$ cat src/common/ldcr_defs.svh
// Constants for the load-current, frequency and unlock register group.
// Assumes an upstream serial slave turns host transfers into the
// single-cycle register strobes used by the register block.
//
// Overview of operation
// - The upper readout register shows result bit 8 in bit 0, others zero.
// - The lower readout register shows result bits 7-0 at 20 mA per count.
// - Bit 2 of the frequency register is the read-only step-up field.
// - Bits 1-0 of the frequency register are the shared step-down field.
// - Bits 1-0 of the current-limit register are writable limit codes.
// - Bit 1 of the correction status flags uncorrected double errors.
// - Bit 0 of the correction status flags corrected single errors.
// - Writing 0x87, 0x65, 0x1B to the code register clears the lock flag.
// - Any other code write, or a watchdog lock write of 1, re-locks.
// - Reading the code register always returns zero.
// - While the watchdog lock bit is set the sequence is ignored.
// - A converter-select write starts a measurement, bit 0 picks it.
// - The permit bit takes 1 only while both lock bits are zero.
// - The lock flag is read-only and resets to 1, meaning locked.
`ifndef LDCR_DEFS_SVH
`define LDCR_DEFS_SVH

// ----------------------------------------------------------------
// Register offsets
// ----------------------------------------------------------------
`define LDCR_OFF_LOAD_HIGH   8'h2F
`define LDCR_OFF_LOAD_LOW    8'h30
`define LDCR_OFF_FREQ        8'h31
`define LDCR_OFF_ILIM        8'h32
`define LDCR_OFF_CORR_STAT   8'h33
`define LDCR_OFF_GUARD_CODE  8'h34

// ----------------------------------------------------------------
// Field positions and reset values
// ----------------------------------------------------------------
`define LDCR_FREQ_UP_BIT     2
`define LDCR_DOUBLE_ERR_BIT  1
`define LDCR_SINGLE_ERR_BIT  0
`define LDCR_RST_BYTE        8'h00
`define LDCR_RST_RESULT      9'h000
`define LDCR_RST_LOCK        1'b1

// ----------------------------------------------------------------
// Unlock code sequence
// ----------------------------------------------------------------
`define LDCR_CODE_FIRST      8'h87
`define LDCR_CODE_SECOND     8'h65
`define LDCR_CODE_THIRD      8'h1B

`endif

$ cat src/common/ldcr_pkg.sv
// Types for the load-current, frequency and unlock register group.
// Assumes the constants header is included by each user.
package ldcr_pkg;
   // Progress through the three-write unlock sequence
   typedef enum logic [1:0] {
      LDCR_SEQ_IDLE,
      LDCR_SEQ_GOT1,
      LDCR_SEQ_GOT2
   } ldcr_seq_t;

   typedef logic [7:0] ldcr_byte_t;
endpackage : ldcr_pkg

$ cat src/common/ldcr_if.sv
// Carrier between the register block and the unlock guard.
// Assumes both ends share the one device clock.
`timescale 1ns/1ps
`default_nettype none
interface ldcr_guard_if;
   logic       code_wr;      // Write strobe to the code register
   logic [7:0] code;         // Written code byte
   logic       wdog_lock;      // Watchdog lock bit level
   logic       wdog_lock_set;  // Watchdog lock bit written to 1
   logic       lock_flag;    // 1 = permit bit locked

   modport ctrl  (output code_wr, code, wdog_lock, wdog_lock_set,
                  input  lock_flag);
   modport guard (input  code_wr, code, wdog_lock, wdog_lock_set,
                  output lock_flag);
endinterface : ldcr_guard_if
`default_nettype wire

$ cat src/ldcr_unlock.sv
// Unlock-code guard for the watchdog-disable permit bit.
// Assumes code writes arrive as single-cycle strobes on the device clock.
`include "ldcr_defs.svh"
`timescale 1ns/1ps
`default_nettype none
module ldcr_unlock (
   input  wire logic   clk,
   input  wire logic   rst_n,
   ldcr_guard_if.guard gi
);
   import ldcr_pkg::*;

   ldcr_seq_t seq_reg;
   logic      lock_reg;
   logic      seq_ok;     // Write is the correct next code

   assign gi.lock_flag = lock_reg;

   // ----------------------------------------------------------------
   // Sequence tracking
   // ----------------------------------------------------------------
   // Code-register writes step the sequence, and the watchdog lock bit or a
   // lock write returns it to idle; other traffic leaves it where it was
   always_comb begin
      seq_ok = 1'b0;
      case (seq_reg)
         LDCR_SEQ_IDLE: seq_ok = (gi.code == `LDCR_CODE_FIRST);
         LDCR_SEQ_GOT1: seq_ok = (gi.code == `LDCR_CODE_SECOND);
         LDCR_SEQ_GOT2: seq_ok = (gi.code == `LDCR_CODE_THIRD);
         default:       seq_ok = 1'b0;
      endcase
   end

   // Advance on a good code, fall back on anything else
   always_ff @(posedge clk or negedge rst_n) begin
      if (!rst_n) begin
         seq_reg <= LDCR_SEQ_IDLE;
      end else if (gi.wdog_lock || gi.wdog_lock_set) begin
         seq_reg <= LDCR_SEQ_IDLE;
      end else if (gi.code_wr) begin
         case (seq_reg)
            LDCR_SEQ_IDLE: seq_reg <= seq_ok ? LDCR_SEQ_GOT1
                                             : LDCR_SEQ_IDLE;
            LDCR_SEQ_GOT1: seq_reg <= seq_ok ? LDCR_SEQ_GOT2
                                             : LDCR_SEQ_IDLE;
            default:       seq_reg <= LDCR_SEQ_IDLE;
         endcase
      end
   end

   // ----------------------------------------------------------------
   // Lock flag
   // ----------------------------------------------------------------
   // Locking wins over unlocking so a stray write never opens the bit
   always_ff @(posedge clk or negedge rst_n) begin
      if (!rst_n) begin
         lock_reg <= `LDCR_RST_LOCK;
      end else if (gi.wdog_lock || gi.wdog_lock_set) begin
         lock_reg <= 1'b1;
      end else if (gi.code_wr) begin
         lock_reg <= !(seq_reg == LDCR_SEQ_GOT2 && seq_ok);
      end
   end
endmodule : ldcr_unlock
`default_nettype wire

$ cat src/ldcr_regs.sv
// Register group: load-current readout, switching-frequency selections,
// step-up current limit, one-time-memory correction status and the
// unlock code guarding the watchdog-disable permit bit.
// Assumes the serial slave in front supplies one-cycle read and write
// strobes with a byte address, and that one-time-memory values are valid
// when otp_load pulses.
`include "ldcr_defs.svh"
`timescale 1ns/1ps
`default_nettype none
module ldcr_regs (
   input  wire logic        clk,
   input  wire logic        rst_n,
   // Register access port
   input  wire logic        reg_wr,
   input  wire logic        reg_rd,
   input  wire logic [7:0]  reg_addr,
   input  wire ldcr_pkg::ldcr_byte_t reg_wdata,
   output ldcr_pkg::ldcr_byte_t      reg_rdata,
   output logic             reg_rvalid,
   // One-time memory defaults and correction status
   input  wire logic        otp_load,
   input  wire logic        otp_step_up_freq,
   input  wire logic [1:0]  otp_step_down_freq,
   input  wire logic [1:0]  otp_current_limit,
   input  wire logic        otp_double_error,
   input  wire logic        otp_single_error,
   // Measurement path
   input  wire logic        sel_wr,
   input  wire logic [1:0]  sel_value,
   input  wire logic        meas_done,
   input  wire logic [8:0]  meas_value,
   output logic             meas_start,
   output logic             meas_conv,
   // Watchdog-disable control
   input  wire logic        watchdog_lock_bit,
   input  wire logic        watchdog_lock_set,
   input  wire logic        permit_wr,
   input  wire logic        permit_wdata,
   output logic             pin_control_lock_flag,
   output logic             pin_disable_permit_bit,
   // Settings seen by the converters
   output logic             step_up_freq_field,
   output logic [1:0]       step_down_freq_field,
   output logic [1:0]       step_up_current_limit_field
);
   import ldcr_pkg::*;

   // ----------------------------------------------------------------
   // Storage
   // ----------------------------------------------------------------
   logic [8:0] result_reg;      // Latest nine-bit load current
   logic [4:0] freq_rsvd_reg;   // Writable reserved bits 7-3
   logic [5:0] ilim_rsvd_reg;   // Writable reserved bits 7-2
   logic       double_err_reg;  // Uncorrected double error seen
   logic       single_err_reg;  // Corrected single error seen
   ldcr_byte_t rdata_next;
   logic       code_wr;

   ldcr_guard_if gif ();

   // ----------------------------------------------------------------
   // Unlock guard
   // ----------------------------------------------------------------
   assign code_wr         = reg_wr && (reg_addr == `LDCR_OFF_GUARD_CODE);
   assign gif.code_wr     = code_wr;
   assign gif.code        = reg_wdata;
   assign gif.wdog_lock     = watchdog_lock_bit;
   assign gif.wdog_lock_set = watchdog_lock_set;

   ldcr_unlock ldcr_unlock_inst (
      .clk   (clk),
      .rst_n (rst_n),
      .gi    (gif.guard)
   );

   // Lock flag leaves the guard straight from its flop
   assign pin_control_lock_flag = gif.lock_flag;

   // ----------------------------------------------------------------
   // Measurement start
   // ----------------------------------------------------------------
   // Select values 0 and 2 mean converter zero, 1 and 3 converter one,
   // so only bit 0 matters
   always_ff @(posedge clk or negedge rst_n) begin
      if (!rst_n) begin
         meas_start <= 1'b0;
         meas_conv  <= 1'b0;
      end else begin
         meas_start <= sel_wr;
         if (sel_wr) begin
            meas_conv <= sel_value[0];
         end
      end
   end

   // ----------------------------------------------------------------
   // Load-current result
   // ----------------------------------------------------------------
   // All nine bits load in one edge, so a read of either half never
   // sees a mix of two measurements taken at different times
   always_ff @(posedge clk or negedge rst_n) begin
      if (!rst_n) begin
         result_reg <= `LDCR_RST_RESULT;
      end else if (meas_done) begin
         result_reg <= meas_value;
      end
   end

   // ----------------------------------------------------------------
   // One-time memory images
   // ----------------------------------------------------------------
   // Frequency fields and correction flags are read-only copies
   always_ff @(posedge clk or negedge rst_n) begin
      if (!rst_n) begin
         step_up_freq_field   <= 1'b0;
         step_down_freq_field <= 2'h0;
         double_err_reg       <= 1'b0;
         single_err_reg       <= 1'b0;
      end else if (otp_load) begin
         step_up_freq_field   <= otp_step_up_freq;
         step_down_freq_field <= otp_step_down_freq;
         double_err_reg       <= otp_double_error;
         single_err_reg       <= otp_single_error;
      end
   end

   // ----------------------------------------------------------------
   // Writable fields
   // ----------------------------------------------------------------
   // A host write in the same cycle as the memory load takes priority,
   // since it is the later intent
   always_ff @(posedge clk or negedge rst_n) begin
      if (!rst_n) begin
         step_up_current_limit_field <= 2'h0;
         ilim_rsvd_reg               <= 6'h00;
      end else if (reg_wr && reg_addr == `LDCR_OFF_ILIM) begin
         step_up_current_limit_field <= reg_wdata[1:0];
         ilim_rsvd_reg               <= reg_wdata[7:2];
      end else if (otp_load) begin
         step_up_current_limit_field <= otp_current_limit;
      end
   end

   // Reserved bits above the frequency fields store what is written
   always_ff @(posedge clk or negedge rst_n) begin
      if (!rst_n) begin
         freq_rsvd_reg <= 5'h00;
      end else if (reg_wr && reg_addr == `LDCR_OFF_FREQ) begin
         freq_rsvd_reg <= reg_wdata[7:3];
      end
   end

   // ----------------------------------------------------------------
   // Watchdog-disable permit bit
   // ----------------------------------------------------------------
   // Frozen while locked; once open a 1 still needs the watchdog lock
   // bit low, a 0 is always taken
   always_ff @(posedge clk or negedge rst_n) begin
      if (!rst_n) begin
         pin_disable_permit_bit <= 1'b0;
      end else if (permit_wr && !gif.lock_flag) begin
         if (!permit_wdata || !watchdog_lock_bit) begin
            pin_disable_permit_bit <= permit_wdata;
         end
      end
   end

   // ----------------------------------------------------------------
   // Read data
   // ----------------------------------------------------------------
   // Unmapped addresses read as zero
   always_comb begin
      rdata_next = `LDCR_RST_BYTE;
      case (reg_addr)
         `LDCR_OFF_LOAD_HIGH: rdata_next = {7'h00, result_reg[8]};
         `LDCR_OFF_LOAD_LOW:  rdata_next = result_reg[7:0];
         `LDCR_OFF_FREQ:      rdata_next = {freq_rsvd_reg,
                                            step_up_freq_field,
                                            step_down_freq_field};
         `LDCR_OFF_ILIM:      rdata_next = {ilim_rsvd_reg,
                                        step_up_current_limit_field};
         `LDCR_OFF_CORR_STAT: rdata_next = {6'h00, double_err_reg,
                                            single_err_reg};
         `LDCR_OFF_GUARD_CODE: rdata_next = `LDCR_RST_BYTE;
         default:             rdata_next = `LDCR_RST_BYTE;
      endcase
   end

   // Answer one cycle after the read strobe, held until the next read
   always_ff @(posedge clk or negedge rst_n) begin
      if (!rst_n) begin
         reg_rdata  <= `LDCR_RST_BYTE;
         reg_rvalid <= 1'b0;
      end else begin
         reg_rvalid <= reg_rd;
         if (reg_rd) begin
            reg_rdata <= rdata_next;
         end
      end
   end
endmodule : ldcr_regs
`default_nettype wire

$ cat config.mk
export PLATFORM = sky130hd
export DESIGN_NAME = ldcr_regs
export DESIGN_NICKNAME = d
export VERILOG_FILES = /design/src/common/ldcr_pkg.sv /design/src/common/ldcr_if.sv /design/src/ldcr_unlock.sv /design/src/ldcr_regs.sv
export VERILOG_INCLUDE_DIRS = /design/src /design/src/common
export SDC_FILE = /design/constraint.sdc
export NUM_CORES = 1
export LEC_CHECK = 0
export BUFFER_PORTS_ARGS = -buffer_cell sky130_fd_sc_hd__buf_2
export CORE_MARGIN = 5
export CORE_UTILIZATION = 54
export CTS_CLUSTER_SIZE = 14
export DETAILED_ROUTE_END_ITERATION = 10
export PLACE_DENSITY_LB_ADDON = 0.05
export SETUP_SLACK_MARGIN = 0.1
export SYNTH_ARGS = -nofsm -noshare
export SYNTH_HDL_FRONTEND = slang
export SYNTH_SLANG_ARGS = --single-unit
$ cat constraint.sdc
create_clock -name clk -period 4.7 [get_ports clk]
set_input_delay 0 -clock clk [delete_from_list [all_inputs] [get_ports clk]]
set_output_delay 0 -clock clk [all_outputs]
set_load 0.01 [all_outputs]
* Word level (Yosys, flattened, before mapping)
Cells that the tools add are included.
** Word-level totals
- Register bits after elaboration :: 42
- Latch bits :: 0
- Bits in writable memories :: 0
- Bits in read-only memories :: 0
- Input port bits :: 45
- Output and inout bits :: 18
- Logic and storage cells :: 52
- Memories kept :: 0
** Operators by class
- $add $sub $neg :: 0
- Multipliers :: 0
- Divide/modulo/power cells :: 0
- Magnitude comparators :: 0
- Equality and inequality tests :: 11
- Shift-type cells :: 0
- Muxes and demuxes :: 11
- Bitwise gates (word level) :: 0
- Reduce and logical (&&, ||, !) cells :: 15
** Operator list (count)
- $eq 8x6->1 const B :: 6
- $pmux 8 s5 :: 1
- $mux 2 :: 5
- $eq 8x5->1 const B :: 1
- $eq 8x7->1 const B :: 1
- $eq 8x8->1 const B :: 1
- $logic_and 1x1->1 :: 5
- $logic_not 1->1 :: 4
- $pmux 2 s2 :: 1
- $reduce_bool 2->1 :: 2
- $mux 1 :: 3
- $pmux 1 s3 :: 1
- $eq 2x1->1 const B :: 1
- $eq 2x2->1 const B :: 1
- $logic_not 2->1 :: 1
- $logic_or 1x1->1 :: 2
- $reduce_and 2->1 :: 1

* Logic depth before layout (Yosys ltp)
- Depth in word-level cells :: 6
- Mapped depth :: 6
- Mapped depth without buffers :: 6

* By module
A second synthesis with hierarchy kept.
** Unflattened totals
- Cells, all modules :: 149
- Area, all modules :: 2018.2 um2
** Modules (own cells, without submodules)
- ldcr_regs :: instances 1, cells each 122, area each 1742.9 um2, seq. area each 975.9 um2
- ldcr_unlock :: instances 1, cells each 27, area each 275.3 um2, seq. area each 76.3 um2

* Worst setup path before layout
Ideal clock, no wire load.
- Path type :: register -> register
- Start :: register ldcr_unlock_inst.seq_reg[0]
- End :: register ldcr_unlock_inst.seq_reg[0]
- Setup time :: 66 ps
- Arrival time :: 1658 ps
- Data required time :: 4634 ps
- Slack :: 2976 ps
- Cell stages (with the launch flop) :: 6
- Buffers on the path :: 0
- Clock period less this slack :: 1724 ps
- Cell sequence :: dfrtp_1 ha_1 or4b_1 a221o_1 nor3_4 a22o_1
** Between the ends
- Longest elaborated chain between the ends :: 6
- Elaborated cells on any way between the ends :: 8
- Classes of those cells :: eq/ne (2); mux (5); reduce/logical (1)
** Ends and longest elaborated chain
- start: declaration :: RTL line ldcr_unlock.sv:13 : ldcr_seq_t seq_reg;
- start signal: assignment :: RTL line ldcr_unlock.sv:42 : LDCR_SEQ_IDLE: seq_reg <= seq_ok ? LDCR_SEQ_GOT1
- start signal: assignment :: RTL line ldcr_unlock.sv:44 : LDCR_SEQ_GOT1: seq_reg <= seq_ok ? LDCR_SEQ_GOT2
- $eq 2x2->1, or another cell as far along :: RTL line ldcr_unlock.sv:26 : case (seq_reg)
- $pmux 1 s3 :: RTL line ldcr_unlock.sv:26
- $mux 1 :: RTL line ldcr_unlock.sv:42
- $pmux 2 s2 * :: RTL line ldcr_unlock.sv:41 : case (seq_reg)
- $mux 2 * :: RTL line ldcr_unlock.sv:40 : end else if (gi.code_wr) begin
- $mux 2 * :: RTL line ldcr_unlock.sv:38 : end else if (gi.wdog_lock || gi.wdog_lock_set) begin
Mark *: on every way between the ends. The rest lies on a longest branch, timed or not. The select of a mux whose other input is x is not followed.
A chain may end at the register's enable or synchronous reset.

* Worst setup path in the final report
- Start :: register ldcr_unlock_inst.seq_reg[1]
- End :: register ldcr_unlock_inst.seq_reg[0]
Same word-level chain as after synthesis.

==> impl_results.md <==
- Initial cell density of the core: 0.5527
- Simple-gate share of the synthesized area: 0.1080
- Maximum achievable frequency: 525.8 MHz
- Weighted congestion reported at the end of routability-driven placement: slightly above 0.8
- Final setup fails: 0
- Chain of cells forming the critical path: inv_1 -> ha_1 -> or3_1 -> a221o_1 -> nor3_4 -> a22o_1
- Synthesized instance count: ~160
- Mean number of vias per cell: 5.312
- Post-Route WL: approximately 4700 um
- Number of inserted diodes: 0
- Worst hold-check path type: input port to flip-flop
- Share of the yosys chip area belonging to registers: 0.5279
- Maximum buffer depth of the clock tree: 2
- Largest clock skew in the final design: between 0.002 and 0.003 ns
- Worst path required time: approximately 4.9 ns
- Mux contribution to synthesized area: 0.2097
- Endpoint class of the critical path: flip-flop
- Cell internal power dissipation: between 0.5 and 0.6 mW
- Post-cts sizing count: 0
- Cts hold-fix bufs: 23
- Area Growth Syn to Fin: 34.84%
- Leading post-synthesis cells by cell area: dfrtp_1 (51%), mux2_2 (15%), mux2i_1 (4.0%)
- Routed Antenna Nets: 0
- Synthesized flop and latch total: 42
- Number of violations reported at the end of detailed-routing iteration 0: 34
- Total Negative Setup Slacks: 0 ns
- Count of final max-slew check failures: 0
- Startpoint types: flip-flop
- Async set or reset register ratio after synthesis: 1.000
- Xor and xnor area share after synthesis: 0.01318
- Number of levels the H-tree was split into: 2
- Peak supply drop: roughly 0.25 mV
- Top fanout value on the critical path: 5
- Worst-path cell with the longest stage delay: dfrtp_1
- Status: finished clean
- Minimum clock period: 1.902 ns
- Global routing usage summed across all routing layers: 0.1991
- Antenna violations before repair: 0
- Hold_sp: reg_wdata[3]
- Switching part of the total: 0.2325
- Most common library cell in the layout ignoring fill and taps: buf_2
- Reg-to-reg endpoint: ldcr_unlock_inst.seq_reg[0]
- Relative contribution of the clock network to total power: 0.360
- Core Footprint: 0.003606 mm2
- Top Ports: 63
- Largest incremental delay on the critical path: 0.44 ns
- Critical register-to-register path startpoint: ldcr_unlock_inst.seq_reg[1]
- Buffers added on ports: a little over 60
- Total via count after detailed routing: about 1600
- YS warnings: 0
- Worst Hold Path EP: freq_rsvd_reg[0]
- Die width: 70.76 um
- R2R Setup Slk: 2.80 ns
- Insertion delay of the later-clocked pin in the worst-skew pair: a little under 0.3 ns
- Main flop type after synthesis: dfrtp_1
- Clock-pin slew on the worst setup and hold paths: approximately 0.08 ns
- Share of the synthesized area in the top cell type: 0.5148
- Category of the critical setup timing path: flip-flop to flip-flop
- Cell chosen for the clock root: clkbuf_8
- Multi-input combinational cell area: just under 900 um2
- Seq. cell area: roughly 0.0011 mm2
- Net Switching: roughly 0.18 mW
- Area fraction in compound gates after synthesis: 0.07407
- Share of total power in sequential cells: 0.504
- Final-layout fill cell count: between 200 and 300
- Distinct cell type count after synthesis: 33
- Vias in the first global route: between 1500 and 2000
- Remaining Overflow, GRT: 0
- Main combinational cell family by area after synthesis: multiplexers
- Clock tree sinks: 42
- Number of flops mapped to enable cells by yosys: 0
- Remaining routing DRC violations: 0
- Cts bufs inserted: 5
- Pin count of the biggest net entering global routing: between 40 and 50
- Dominant cell type by area after synthesis: dfrtp_1
- Number of hold-slack violations in the final timing report: 0
- Adder-cell share of the synthesized area: 0.03766
- Clock tree from TritonCTS: built
- Detailed placement HPWL: about 3400 um
- Net count after synthesis: around 210
- Hold path depth: 2
- Setup repair after global routing missed its margin: no
- Max_cap viols: 0
- Post-synth design cell area: 0.001993 mm2
- Final cycle utilization of the critical path: 0.4047
- Setup Buffers After CTS: 0
- Full die area: about 0.005 mm2
- Leak Pwr: around 1.3 nW
- Number of detailed-route iterations in the first pass: 4
- Worst max-slew margin expressed relative to the limit: 0.3790
- Global-route wire length before repair: 7900 um
- Number of flip-flops under the largest register name: 9
- Wire length per cell after detailed routing: ~16 um
- Commonest non-fill, non-tap cells in the layout: buf_2 (61), dfrtp_1 (41), mux2_2 (26), dlygate4sd3_1 (24), nor2_1 (11)
- Share of final-layout standard cells stronger than drive strength 1: 0.4221
- Logic gate share of total power: 0.136
- Total power divided by cell area: roughly 290 mW/mm2
- Standard-cell rows: 22
- Final net count: around 300
- Worst endpoint data arrival time: between 2 and 2.5 ns
- Slew at the pin closest to its max-slew limit: between 0.9 and 1 ns
- Final core occ: 0.7453
- Die Span Y: around 70 um
- Post-synthesis average cell area: 12.78 um2
- Depth of the worst register-to-register path: 6
power groups by stage:
| stage | logic, mW | registers (mW) | clock network (mW) |
|---|---|---|---|
| final | 0.106 | 0.394 | 0.281 |
| after CTS | 0.106 | 0.394 | 0.286 |
| after global routing | 0.117 | 0.396 | 0.301 |
| after floorplan | 0.0446 | 0.401 | 0 |
| after detailed placement | 0.0911 | 0.401 | 0 |
| after global placement | 0.0886 | 0.400 | 0 |
cell families (layout without fill, tap and decap cells):
| logic type | after synthesis | after routing |
|---|---|---|
| xor gates and xnor gates | 3 | 3 |
| adders and majority gates | 6 | 6 |
| AOI/OAI and AO/OA | 23 | 23 |
| DFF | 42 | 42 |
| muxes | 36 | 36 |
| buffers and inverters | 15 | 103 |
| and+or+nand+nor | 31 | 31 |
synthesized netlist by cell type (all sizes together), types with 2 or more instances:
| cell | n |
|---|---|
| a21oi | 9 |
| a22o | 2 |
| a22oi | 2 |
| buf | 2 |
| clkbuf | 3 |
| dfrtp | 41 |
| ha | 6 |
| inv | 10 |
| mux2 | 26 |
| mux2i | 8 |
| mux4 | 2 |
| nand2 | 4 |
| nand3 | 2 |
| nand4b | 2 |
| nor2 | 11 |
| nor2b | 3 |
| o22ai | 6 |
| xor2 | 3 |
worst max path at each step:
stage / startpoint / end / slack (ns) / cells past startpoint
CTS: ldcr_unlock_inst.seq_reg[1] / ldcr_unlock_inst.seq_reg[0] / 2.82 / 6
detailed placement: ldcr_unlock_inst.seq_reg[1] / ldcr_unlock_inst.seq_reg[1] / 2.84 / 6
finish: ldcr_unlock_inst.seq_reg[1] / ldcr_unlock_inst.seq_reg[0] / 2.80 / 6
global route: ldcr_unlock_inst.seq_reg[1] / ldcr_unlock_inst.seq_reg[0] / 2.69 / 6
floorplan: ldcr_unlock_inst.seq_reg[0] / ldcr_unlock_inst.seq_reg[0] / 2.98 / 5
global placement: ldcr_unlock_inst.seq_reg[0] / ldcr_unlock_inst.seq_reg[0] / 2.89 / 5
final cells by class:
type | instances | area share
clock buffer | 6 | 0.02700
clock inverter | 2 | 0.01397
inverter | 10 | 0.01397
multi-input combinational | 99 | 0.3282
sequential | 42 | 0.3915
tap | 48 | 0.02235
timing repair buffer | 85 | 0.2030
metal layers:
metal | part of all wire | routed length [um] | vias up | GRT usage
li1 | - | - | 735 | -
met1 | 0.40 | 1889 | 744 | 0.2284
met2 | 0.49 | 2305 | 53 | 0.3450
met3 | 0.059 | 277 | 19 | 0.04688
met4 | 0.042 | 194 | 0 | 0.1023
met5 | 0 | 0 | - | 0
per-stage QoR:
stage	setup WS [ns]	power (mW)	std cells	cell area [um2]	hold slack, ns
finish	2.798	0.7812	292	2688	0.001495
global route	2.689	0.8139	292	2688	0.00009479
CTS	2.818	0.7859	291	2678	0.005498
detailed placement	2.845	0.4925	260	2337	0.1302
global placement	2.888	0.4888	260	2337	0.1256
floorplan	2.976	0.4456	156	1993	-0.2956
worst max-delay path, delay by kind of cell (launching register included):
| family | cells | cell delay (ns) |
|---|---|---|
| AO/OA/AOI/OAI | 2 | 0.51 |
| adder cells (fa/ha/maj) | 1 | 0.23 |
| buffers and inverters | 1 | 0.12 |
| flip-flops | 1 | 0.44 |
| AND/OR/NAND/NOR | 2 | 0.55 |
(Power assumes the default switching activity.)
